### src/logic/perf_sampling_defs.vh
`ifndef PERF_SAMPLING_DEFS_VH
`define PERF_SAMPLING_DEFS_VH

// Register addresses reached through the register port
`define QUAL0_ADDR 10'h1a6
`define QUAL1_ADDR 10'h1a7
`define CAPAB_ADDR 10'h345

// Capability register: record format field
`define CAPAB_FMT_LSB 8
`define CAPAB_FMT_MSB 11
`define CAPAB_FMT_VAL 4'h2

// Event select codes and unit masks
`define EVT_BRANCHES 8'hc4
`define EVT_MISPRED 8'hc5
`define EVT_MEM_UOPS 8'h04
`define EVT_RECYCLE 8'h03
`define EVT_OFFCORE 8'hb7
`define UNIT_MASK_QUAL0 8'h01
`define UNIT_MASK_QUAL1 8'h02
`define EVT_CORE_CYC 8'h3c
`define EVT_REF_CYC 8'h3c
`define UNIT_MASK_CORE_CYC 8'h00
`define UNIT_MASK_REF_CYC 8'h01

// Qualifier field layout
`define QUAL_REQ_LSB 0
`define QUAL_REQ_MSB 15
`define QUAL_SUP_LSB 16
`define QUAL_SUP_MSB 30
`define QUAL_SNP_LSB 31
`define QUAL_SNP_MSB 37
`define QUAL_LAT_BIT 38
`define QUAL0_MASK 64'h0000_007f_ffff_feff
`define QUAL1_MASK 64'h0000_003f_ffff_ffff

// Record slot layout: byte offsets of 64-bit slots
`define REC_FLAGS 8'h00
`define REC_IP 8'h08
`define REC_GPR0 8'h10
`define REC_GSTAT 8'h90
`define REC_DLA 8'h98
`define REC_RSV0 8'ha0
`define REC_RSV1 8'ha8
`define REC_EVIP 8'hb0
`define REC_RSV2 8'hb8
`define REC_SLOTS 5'd24

`endif

### src/logic/offcore_match.v
`timescale 1ns/1ns
`include "perf_sampling_defs.vh"

// Matches one transaction against a qualifier register
module offcore_match (
  input wire [63:0] qual,
  input wire [15:0] req_type,
  input wire [14:0] supplier,
  input wire [6:0] snoop,
  output wire hit
);
  // Each group must share at least one set bit with the attributes
  assign hit = (|(qual[`QUAL_REQ_MSB:`QUAL_REQ_LSB] & req_type)) &
               (|(qual[`QUAL_SUP_MSB:`QUAL_SUP_LSB] & supplier)) &
               (|(qual[`QUAL_SNP_MSB:`QUAL_SNP_LSB] & snoop));
endmodule // offcore_match

### src/logic/perf_sampling_offcore.v
`timescale 1ns/1ns
`include "perf_sampling_defs.vh"

module perf_sampling_offcore #(
  parameter CNT_W = 48
) (
  input wire mclk,
  input wire rst_b,
  input wire clk_en,
  // Register port
  input wire reg_wr,
  input wire reg_rd,
  input wire [9:0] reg_addr,
  input wire [63:0] reg_wdata,
  output reg [63:0] reg_rdata,
  output reg reg_err,
  // Event select fields for the two general counters
  input wire [7:0] evsel0_event,
  input wire [7:0] evsel0_unit_mask,
  input wire evsel0_en,
  input wire evsel0_any,
  input wire evsel0_precise_event_sampling,
  input wire [7:0] evsel1_event,
  input wire [7:0] evsel1_unit_mask,
  input wire evsel1_en,
  input wire evsel1_any,
  input wire [2:0] fixed_any_req,
  // Retired event stream and architectural state
  input wire evt_valid,
  input wire [7:0] evt_code,
  input wire [7:0] evt_unit_mask,
  input wire [63:0] evt_dla,
  input wire [63:0] evt_ip,
  input wire next_valid,
  input wire [63:0] next_flags,
  input wire [63:0] next_ip,
  input wire [1023:0] next_gprs,
  input wire [63:0] global_status,
  // Off-core transaction responses
  input wire txn_valid,
  input wire [15:0] txn_req,
  input wire [14:0] txn_sup,
  input wire [6:0] txn_snp,
  input wire [7:0] outstanding,
  // Sample record write port toward the save area
  input wire rec_ready,
  output reg rec_valid,
  output reg [7:0] rec_offset,
  output reg [63:0] rec_data,
  output wire rec_busy,
  // Counters and cross-thread grants
  output reg [CNT_W-1:0] gen_count0,
  output reg [CNT_W-1:0] gen_count1,
  output wire [2:0] fixed_any_ok,
  output wire evsel0_any_ok,
  output wire evsel1_any_ok
);

  // Record state machine
  localparam S_IDLE = 2'b00;
  localparam S_WAIT = 2'b01;
  localparam S_EMIT = 2'b10;

  reg [63:0] qual0_r; // Private qualifier zero of this core
  reg [63:0] qual1_r; // Private qualifier one of this core
  reg [63:0] qual0_act_r; // Copy in force for transactions
  reg [63:0] qual1_act_r;
  reg [1:0] state_r;
  reg [4:0] slot_r; // Current slot index
  reg [63:0] dla_r; // Captured data address
  reg dla_ok_r; // Event supplies an address
  reg [63:0] evip_r; // Causing instruction pointer
  reg [63:0] flags_r;
  reg [63:0] ip_r;
  reg [1023:0] gprs_r;
  reg [63:0] gstat_r;
  reg [63:0] slot_val; // Value for current slot
  wire hit0;
  wire hit1;
  wire lat_en; // Latency measurement active
  wire sel0_q0; // Counter 0 counts with qualifier 0
  wire sel0_q1;
  wire sel1_q0;
  wire sel1_q1;
  wire precise_event_sampling_evt; // Event is a precise sampling event
  wire dla_evt; // Event carries a data address
  wire [63:0] capab;

  // Qualifier matchers, one per register
  offcore_match u_match0 (
    .qual(qual0_act_r),
    .req_type(txn_req),
    .supplier(txn_sup),
    .snoop(txn_snp),
    .hit(hit0)
  );
  offcore_match u_match1 (
    .qual(qual1_act_r),
    .req_type(txn_req),
    .supplier(txn_sup),
    .snoop(txn_snp),
    .hit(hit1)
  );

  // Capability register with record format field
  assign capab = {52'h0, `CAPAB_FMT_VAL, 8'h00};

  // Cross-thread grants: fixed requests pass through, general counters limited to cycle events
  assign fixed_any_ok = fixed_any_req;
  assign evsel0_any_ok = evsel0_any & (evsel0_event == `EVT_CORE_CYC) &
    ((evsel0_unit_mask == `UNIT_MASK_CORE_CYC) | (evsel0_unit_mask == `UNIT_MASK_REF_CYC));
  assign evsel1_any_ok = evsel1_any & (evsel1_event == `EVT_CORE_CYC) &
    ((evsel1_unit_mask == `UNIT_MASK_CORE_CYC) | (evsel1_unit_mask == `UNIT_MASK_REF_CYC));

  // Off-core selection by event code and unit mask
  assign sel0_q0 = evsel0_en & (evsel0_event == `EVT_OFFCORE) &
    (evsel0_unit_mask == `UNIT_MASK_QUAL0);
  assign sel0_q1 = evsel0_en & (evsel0_event == `EVT_OFFCORE) &
    (evsel0_unit_mask == `UNIT_MASK_QUAL1);
  assign sel1_q0 = evsel1_en & (evsel1_event == `EVT_OFFCORE) &
    (evsel1_unit_mask == `UNIT_MASK_QUAL0);
  assign sel1_q1 = evsel1_en & (evsel1_event == `EVT_OFFCORE) &
    (evsel1_unit_mask == `UNIT_MASK_QUAL1);

  // Latency mode needs bit 38 and both counters on qualifier zero
  assign lat_en = qual0_act_r[`QUAL_LAT_BIT] & sel0_q0 & sel1_q0;

  // Precise events accepted on counter zero
  assign dla_evt = (evt_code == `EVT_MEM_UOPS &&
                    (evt_unit_mask == 8'h02 || evt_unit_mask == 8'h04 || evt_unit_mask == 8'h08)) ||
                   (evt_code == `EVT_RECYCLE &&
                    (evt_unit_mask == 8'h01 || evt_unit_mask == 8'h08));
  assign precise_event_sampling_evt = dla_evt ||
    (evt_code == `EVT_BRANCHES &&
     (evt_unit_mask == 8'h00 || evt_unit_mask == 8'h7e || evt_unit_mask == 8'hfe ||
      evt_unit_mask == 8'hf9 || evt_unit_mask == 8'hfd || evt_unit_mask == 8'hfb ||
      evt_unit_mask == 8'heb || evt_unit_mask == 8'hbf || evt_unit_mask == 8'hf7)) ||
    (evt_code == `EVT_MISPRED &&
     (evt_unit_mask == 8'h00 || evt_unit_mask == 8'h7e || evt_unit_mask == 8'hfe ||
      evt_unit_mask == 8'hfb || evt_unit_mask == 8'heb || evt_unit_mask == 8'hf7));

  assign rec_busy = (state_r != S_IDLE);

  // Register port: writes store implemented bits, reads return them
  always @(posedge mclk) begin
    if (!rst_b) begin
      qual0_r <= 64'h0;
      qual1_r <= 64'h0;
      reg_rdata <= 64'h0;
      reg_err <= 1'b0;
    end else if (clk_en) begin
      reg_err <= 1'b0;
      if (reg_wr) begin
        case (reg_addr)
          `QUAL0_ADDR: qual0_r <= reg_wdata & `QUAL0_MASK;
          `QUAL1_ADDR: qual1_r <= reg_wdata & `QUAL1_MASK;
          default: reg_err <= 1'b1;
        endcase
      end else if (reg_rd) begin
        case (reg_addr)
          `QUAL0_ADDR: reg_rdata <= qual0_r;
          `QUAL1_ADDR: reg_rdata <= qual1_r;
          `CAPAB_ADDR: reg_rdata <= capab;
          default: begin
            reg_rdata <= 64'h0;
            reg_err <= 1'b1;
          end
        endcase
      end
    end
  end

  // Qualifier copies move over only between transactions
  always @(posedge mclk) begin
    if (!rst_b) begin
      qual0_act_r <= 64'h0;
      qual1_act_r <= 64'h0;
    end else if (clk_en && !txn_valid) begin
      qual0_act_r <= qual0_r;
      qual1_act_r <= qual1_r;
    end
  end

  // General counters: off-core matching and latency accumulation
  always @(posedge mclk) begin
    if (!rst_b) begin
      gen_count0 <= {CNT_W{1'b0}};
      gen_count1 <= {CNT_W{1'b0}};
    end else if (clk_en) begin
      if (lat_en) begin
        // Counter 0 counts requests, counter 1 weighted outstanding cycles
        if (txn_valid && hit0) begin
          gen_count0 <= gen_count0 + 1'b1;
        end
        gen_count1 <= gen_count1 + {{(CNT_W-8){1'b0}}, outstanding};
      end else begin
        if (txn_valid && ((sel0_q0 && hit0) || (sel0_q1 && hit1))) begin
          gen_count0 <= gen_count0 + 1'b1;
        end
        if (txn_valid && ((sel1_q0 && hit0) || (sel1_q1 && hit1))) begin
          gen_count1 <= gen_count1 + 1'b1;
        end
      end
    end
  end

  // Slot value selection for the record
  always @* begin
    slot_val = 64'h0;
    case (slot_r)
      5'd0: slot_val = flags_r;
      5'd1: slot_val = ip_r;
      5'd18: slot_val = gstat_r;
      5'd19: slot_val = dla_ok_r ? dla_r : 64'h0;
      5'd22: slot_val = evip_r;
      default: begin
        if (slot_r >= 5'd2 && slot_r <= 5'd17) begin
          slot_val = gprs_r[(slot_r - 5'd2) * 64 +: 64];
        end else begin
          slot_val = 64'h0;
        end
      end
    endcase
  end

  // Sampling record sequencer on counter zero
  always @(posedge mclk) begin
    if (!rst_b) begin
      state_r <= S_IDLE;
      slot_r <= 5'd0;
      dla_r <= 64'h0;
      dla_ok_r <= 1'b0;
      evip_r <= 64'h0;
      flags_r <= 64'h0;
      ip_r <= 64'h0;
      gprs_r <= {1024{1'b0}};
      gstat_r <= 64'h0;
      rec_valid <= 1'b0;
      rec_offset <= 8'h00;
      rec_data <= 64'h0;
    end else if (clk_en) begin
      case (state_r)
        S_IDLE: begin
          rec_valid <= 1'b0;
          // Only counter zero with sampling enabled triggers
          if (evt_valid && evsel0_en && evsel0_precise_event_sampling && precise_event_sampling_evt &&
              evt_code == evsel0_event && evt_unit_mask == evsel0_unit_mask) begin
            dla_r <= evt_dla;
            dla_ok_r <= dla_evt;
            evip_r <= evt_ip;
            gstat_r <= global_status;
            state_r <= S_WAIT;
          end
        end
        S_WAIT: begin
          // State is taken from the following instruction
          if (next_valid) begin
            flags_r <= next_flags;
            ip_r <= next_ip;
            gprs_r <= next_gprs;
            slot_r <= 5'd0;
            state_r <= S_EMIT;
          end
        end
        S_EMIT: begin
          // One 64-bit slot per accepted beat
          if (!rec_valid || rec_ready) begin
            if (slot_r == `REC_SLOTS) begin
              rec_valid <= 1'b0;
              state_r <= S_IDLE;
            end else begin
              rec_valid <= 1'b1;
              rec_offset <= {slot_r, 3'b000};
              rec_data <= slot_val;
              slot_r <= slot_r + 5'd1;
            end
          end
        end
        default: state_r <= S_IDLE;
      endcase
    end
  end

endmodule // perf_sampling_offcore

### config.mk
export PLATFORM = sky130hd
export DESIGN_NAME = perf_sampling_offcore
export DESIGN_NICKNAME = d
export VERILOG_FILES = /design/src/logic/offcore_match.v /design/src/logic/perf_sampling_offcore.v
export VERILOG_INCLUDE_DIRS = /design/src /design/src/logic
export SDC_FILE = /design/constraint.sdc
export NUM_CORES = 2
export LEC_CHECK = 0
export BUFFER_PORTS_ARGS = -buffer_cell sky130_fd_sc_hd__buf_4
export CAP_MARGIN = 20
export CELL_PAD_IN_SITES_DETAIL_PLACEMENT = 1
export CELL_PAD_IN_SITES_GLOBAL_PLACEMENT = 2
export CORE_AREA = 2 2 688 690
export DETAILED_ROUTE_END_ITERATION = 8
export DIE_AREA = 0 0 690 692
export GPL_TIMING_DRIVEN = 0
export PLACE_DENSITY_LB_ADDON = 0.1
export REMOVE_ABC_BUFFERS = 1
export SYNTH_ARGS = -nofsm -noshare
export SYNTH_HDL_FRONTEND = slang
export SYNTH_HIERARCHICAL = 1
export SYNTH_SLANG_ARGS = --single-unit
export TNS_END_PERCENT = 50
### constraint.sdc
create_clock -name mclk -period 5.4 [get_ports mclk]
set_input_delay 1.08 -clock mclk [delete_from_list [all_inputs] [get_ports mclk]]
set_output_delay 1.08 -clock mclk [all_outputs]
set_load 0.005 [all_outputs]
==> out/metrics.cfg <==
[status]
outcome = complete, no violations

[setup_path]
cp.depth = 13
rr_endpoint = rec_data[20]
crit_family = simple AND/OR/NAND/NOR gates
worst-endpoint-arrival_ps = 5590
crit_chain = buf_4, or4_1, or4_4, nor2_8, and4_1, and2_1, ha_1, a211o_1, a21oi_1, o21ai_0, a21oi_4, nor4_1, mux2i_1
path_buf_inv = 1
rr_startpoint = slot_r[1]
startpoint_type = input pin
rrSetupSlack_ps = 1600
cpPeakStageDelay_ps = 770
crit_start = evsel1_unit_mask[3]
cp_slowest_cell = a21oi_4
cp_max_fo = 31
criticalPathCategory = input pin to flip-flop
endpoint = gen_count1[43]
required_ps = 6210
end_kind = flip-flop
r2r_cells = 10

[final_layout]
fin_nets = 11400
fillers = 54700
finalCoreUtilization = 0.216
layout-drive-gt1-share = 0.266
design_area_sq_um = 101000
area_growth_pct = 41.8

[timing]
setup_viol = 0
max_slew.worst_pin.slew_ps = 1050
layout_min_cycle_time_ps = 4770
slew_headroom = 0.297
hold_viol = 0
slew_violations = 0
holdWs_ps = 346
skew_ps = 83.4
fmax_mhz = 210
fin_tns_setup_ps = 0
rsz0062_at_grt = false
finalCritPeriodShare = 0.884

[clock_network]
cts_tree = done
cts_hold_buffers = 0
cts_max_level = 4
clkSinkCount = 1710
cts_buffers = 235
cts.repair.resized = 0
cts-root-buf = clkbuf_16
clk_pin_slew_worst_paths_ps = 60
clock_latency_ps = 980
clk_path_buf_depth = 4
cts_setup_buffers = 0

[power_and_ir_drop]
power.leakage_nw = 35.2
total_power_mw = 30.2
peakVddDrop_v = 0.000263
powerDensity_nw_per_um2 = 298

[synthesis]
syn_inst = 8385
synth-seq-area-share = 0.479
yosys.area.top_type = dfxtp_1
ys_ff_latch = 1710
synth_area_leaders = dfxtp_1 48%, nand2_1 17%, mux4_2 10%, a21oi_1 9.8%, clkbuf_1 3.3%
yosysUniqueCellTypes = 70
synth_commonest_cells = 3,160 x nand2_1, 1,710 x dfxtp_1, 1,395 x a21oi_1, 628 x clkbuf_1, 320 x mux4_2
synthArstFlopShare = 0
syn_area_sq_um = 71500
yosysMostFrequentCell = nand2_1
synth_flop_cell = dfxtp_1
synth_edf_count = 0
synth_area_per_cell_sq_um = 8.53
yosys_warnings = 6
synthDominantCellAreaShare = 0.479

[floorplanning]
fp.dieArea_sq_um = 477000
initial_utilization = 0.152
rows = 252
io_pins = 1769
die_y_um = 692
dieWidth_um = 690
core_area_sq_um = 470000

[job]
cap_viol_max_count = 0

[detailed_routing]
vias = 68700
ant_nets = 0
drtPass1Iterations = 8
wl_mm = 441
vias_per_cell = 4.21
routedWlPerCell_um = 27.0
drc = 0
drtIter0Drc = 3648

[global_route]
grt_pass1_wl_mm = 600
grt_max_degree = 133
antenna_found_initial = 420
grt_pass1_vias = 71200
gr-total-overflow = 0
track_usage = 0.178

[place]
dp_hpwl_mm = 341
dpl_cell_area_sq_um = 93300
port_buffers = 1709
place_congestion = 0.784

[worst_hold_path]
hold_class = input pin to flip-flop

## cell usage in the layout (no fill, tap or decap), drive strengths merged, types with 13 or more instances in the layout
cell type	instances
a222oi	68
mux4	320
xor2	30
a22oi	13
nand2	3161
nor3	18
or3	16
mux2i	212
a31oi	66
mux2	38
or4	17
dfxtp	1710
inv	20
a221oi	75
o21ai	84
and4	13
nor2	73
clkinv	36
nand3	79
a21oi	1395
and2	13
diode	85
nor4	18
clkbuf	377
conb	29
buf	1902
xnor2	37
ha	16
nand2b	19
nand4	37
and3	23
## sequential cells by signal, indices dropped and copies added (netlist names), 2 cells and up
signal,cells
state_r,2
gstat_r,64
slot_r,5
evip_r,64
rec_offset,5
gen_count1,48
rec_data,64
gprs_r,1024
qual1_r,38
qual1_act_r,38
qual0_r,38
flags_r,64
reg_rdata,39
qual0_act_r,38
gen_count0,48
ip_r,64
dla_r,64
## area by class of cell
cell class	count	area, sq um	area share
sequential	1710	34200	0.338
clock inverter	52	602	0.00594
tap	6223	7790	0.0768
clock buffer	377	7260	0.0716
multi-input combinational	5969	34600	0.341
antenna	85	213	0.00210
timing repair buffer	1902	16600	0.164
inverter	14	60.1	0.000592
## report_power, final
group | switching [mW] | internal, mW
sequential | 0.000694 | 12.6
combinational | 0.589 | 0.777
clock | 6.68 | 9.52
## metrics by stage
stage | cells | worst slack (ps)
after global routing | 16300 | 357
after CTS | 16200 | 461
after global placement | 15600 | -62900
after detailed placement | 15800 | -577
final | 16300 | 627
after floorplan | 7693 | -19520
## worst min-delay path by stage
stage             startpoint           to  slack [ps]  cells after the start
2_1_floorplan      gprs_r[0]    gprs_r[0]         430                      2
3_3_place_gp     gprs_r[468]  gprs_r[468]         440                      2
3_5_place_dp     gprs_r[839]  gprs_r[839]         450                      2
4_1_cts        next_gprs[43]   gprs_r[43]         230                      3
5_1_grt          next_ip[36]     ip_r[36]         280                      3
6_report       next_gprs[43]   gprs_r[43]         350                      3
## tightest hold or removal path: cells and delay by family
| kind | cells | cell delay [ps] |
|---|---|---|
| simple gates | 1 | 40 |
| buf+inv | 1 | 110 |
| compound gates | 1 | 50 |
## kinds of logic after synthesis
group	share of synthesized area
xor gates and xnor gates	0.00831
muxes	0.136
DFF	0.479
and+or+nand+nor	0.197
other	0.0000524
AOI/OAI and AO/OA	0.136
adders and majority gates	0.00308
buffers and inverters	0.0408
## metal layers
| layer | global-route usage | vias up | share of wire |
|---|---|---|---|
| li1 | - | 31700 | - |
| met1 | 0.193 | 33800 | 0.38 |
| met3 | 0.0603 | 981 | 0.074 |
| met2 | 0.329 | 1927 | 0.52 |
| met4 | 0.0401 | 186 | 0.029 |
| met5 | 0 | - | 0.0027 |
Note: power is estimated with default switching activity, not from simulation.
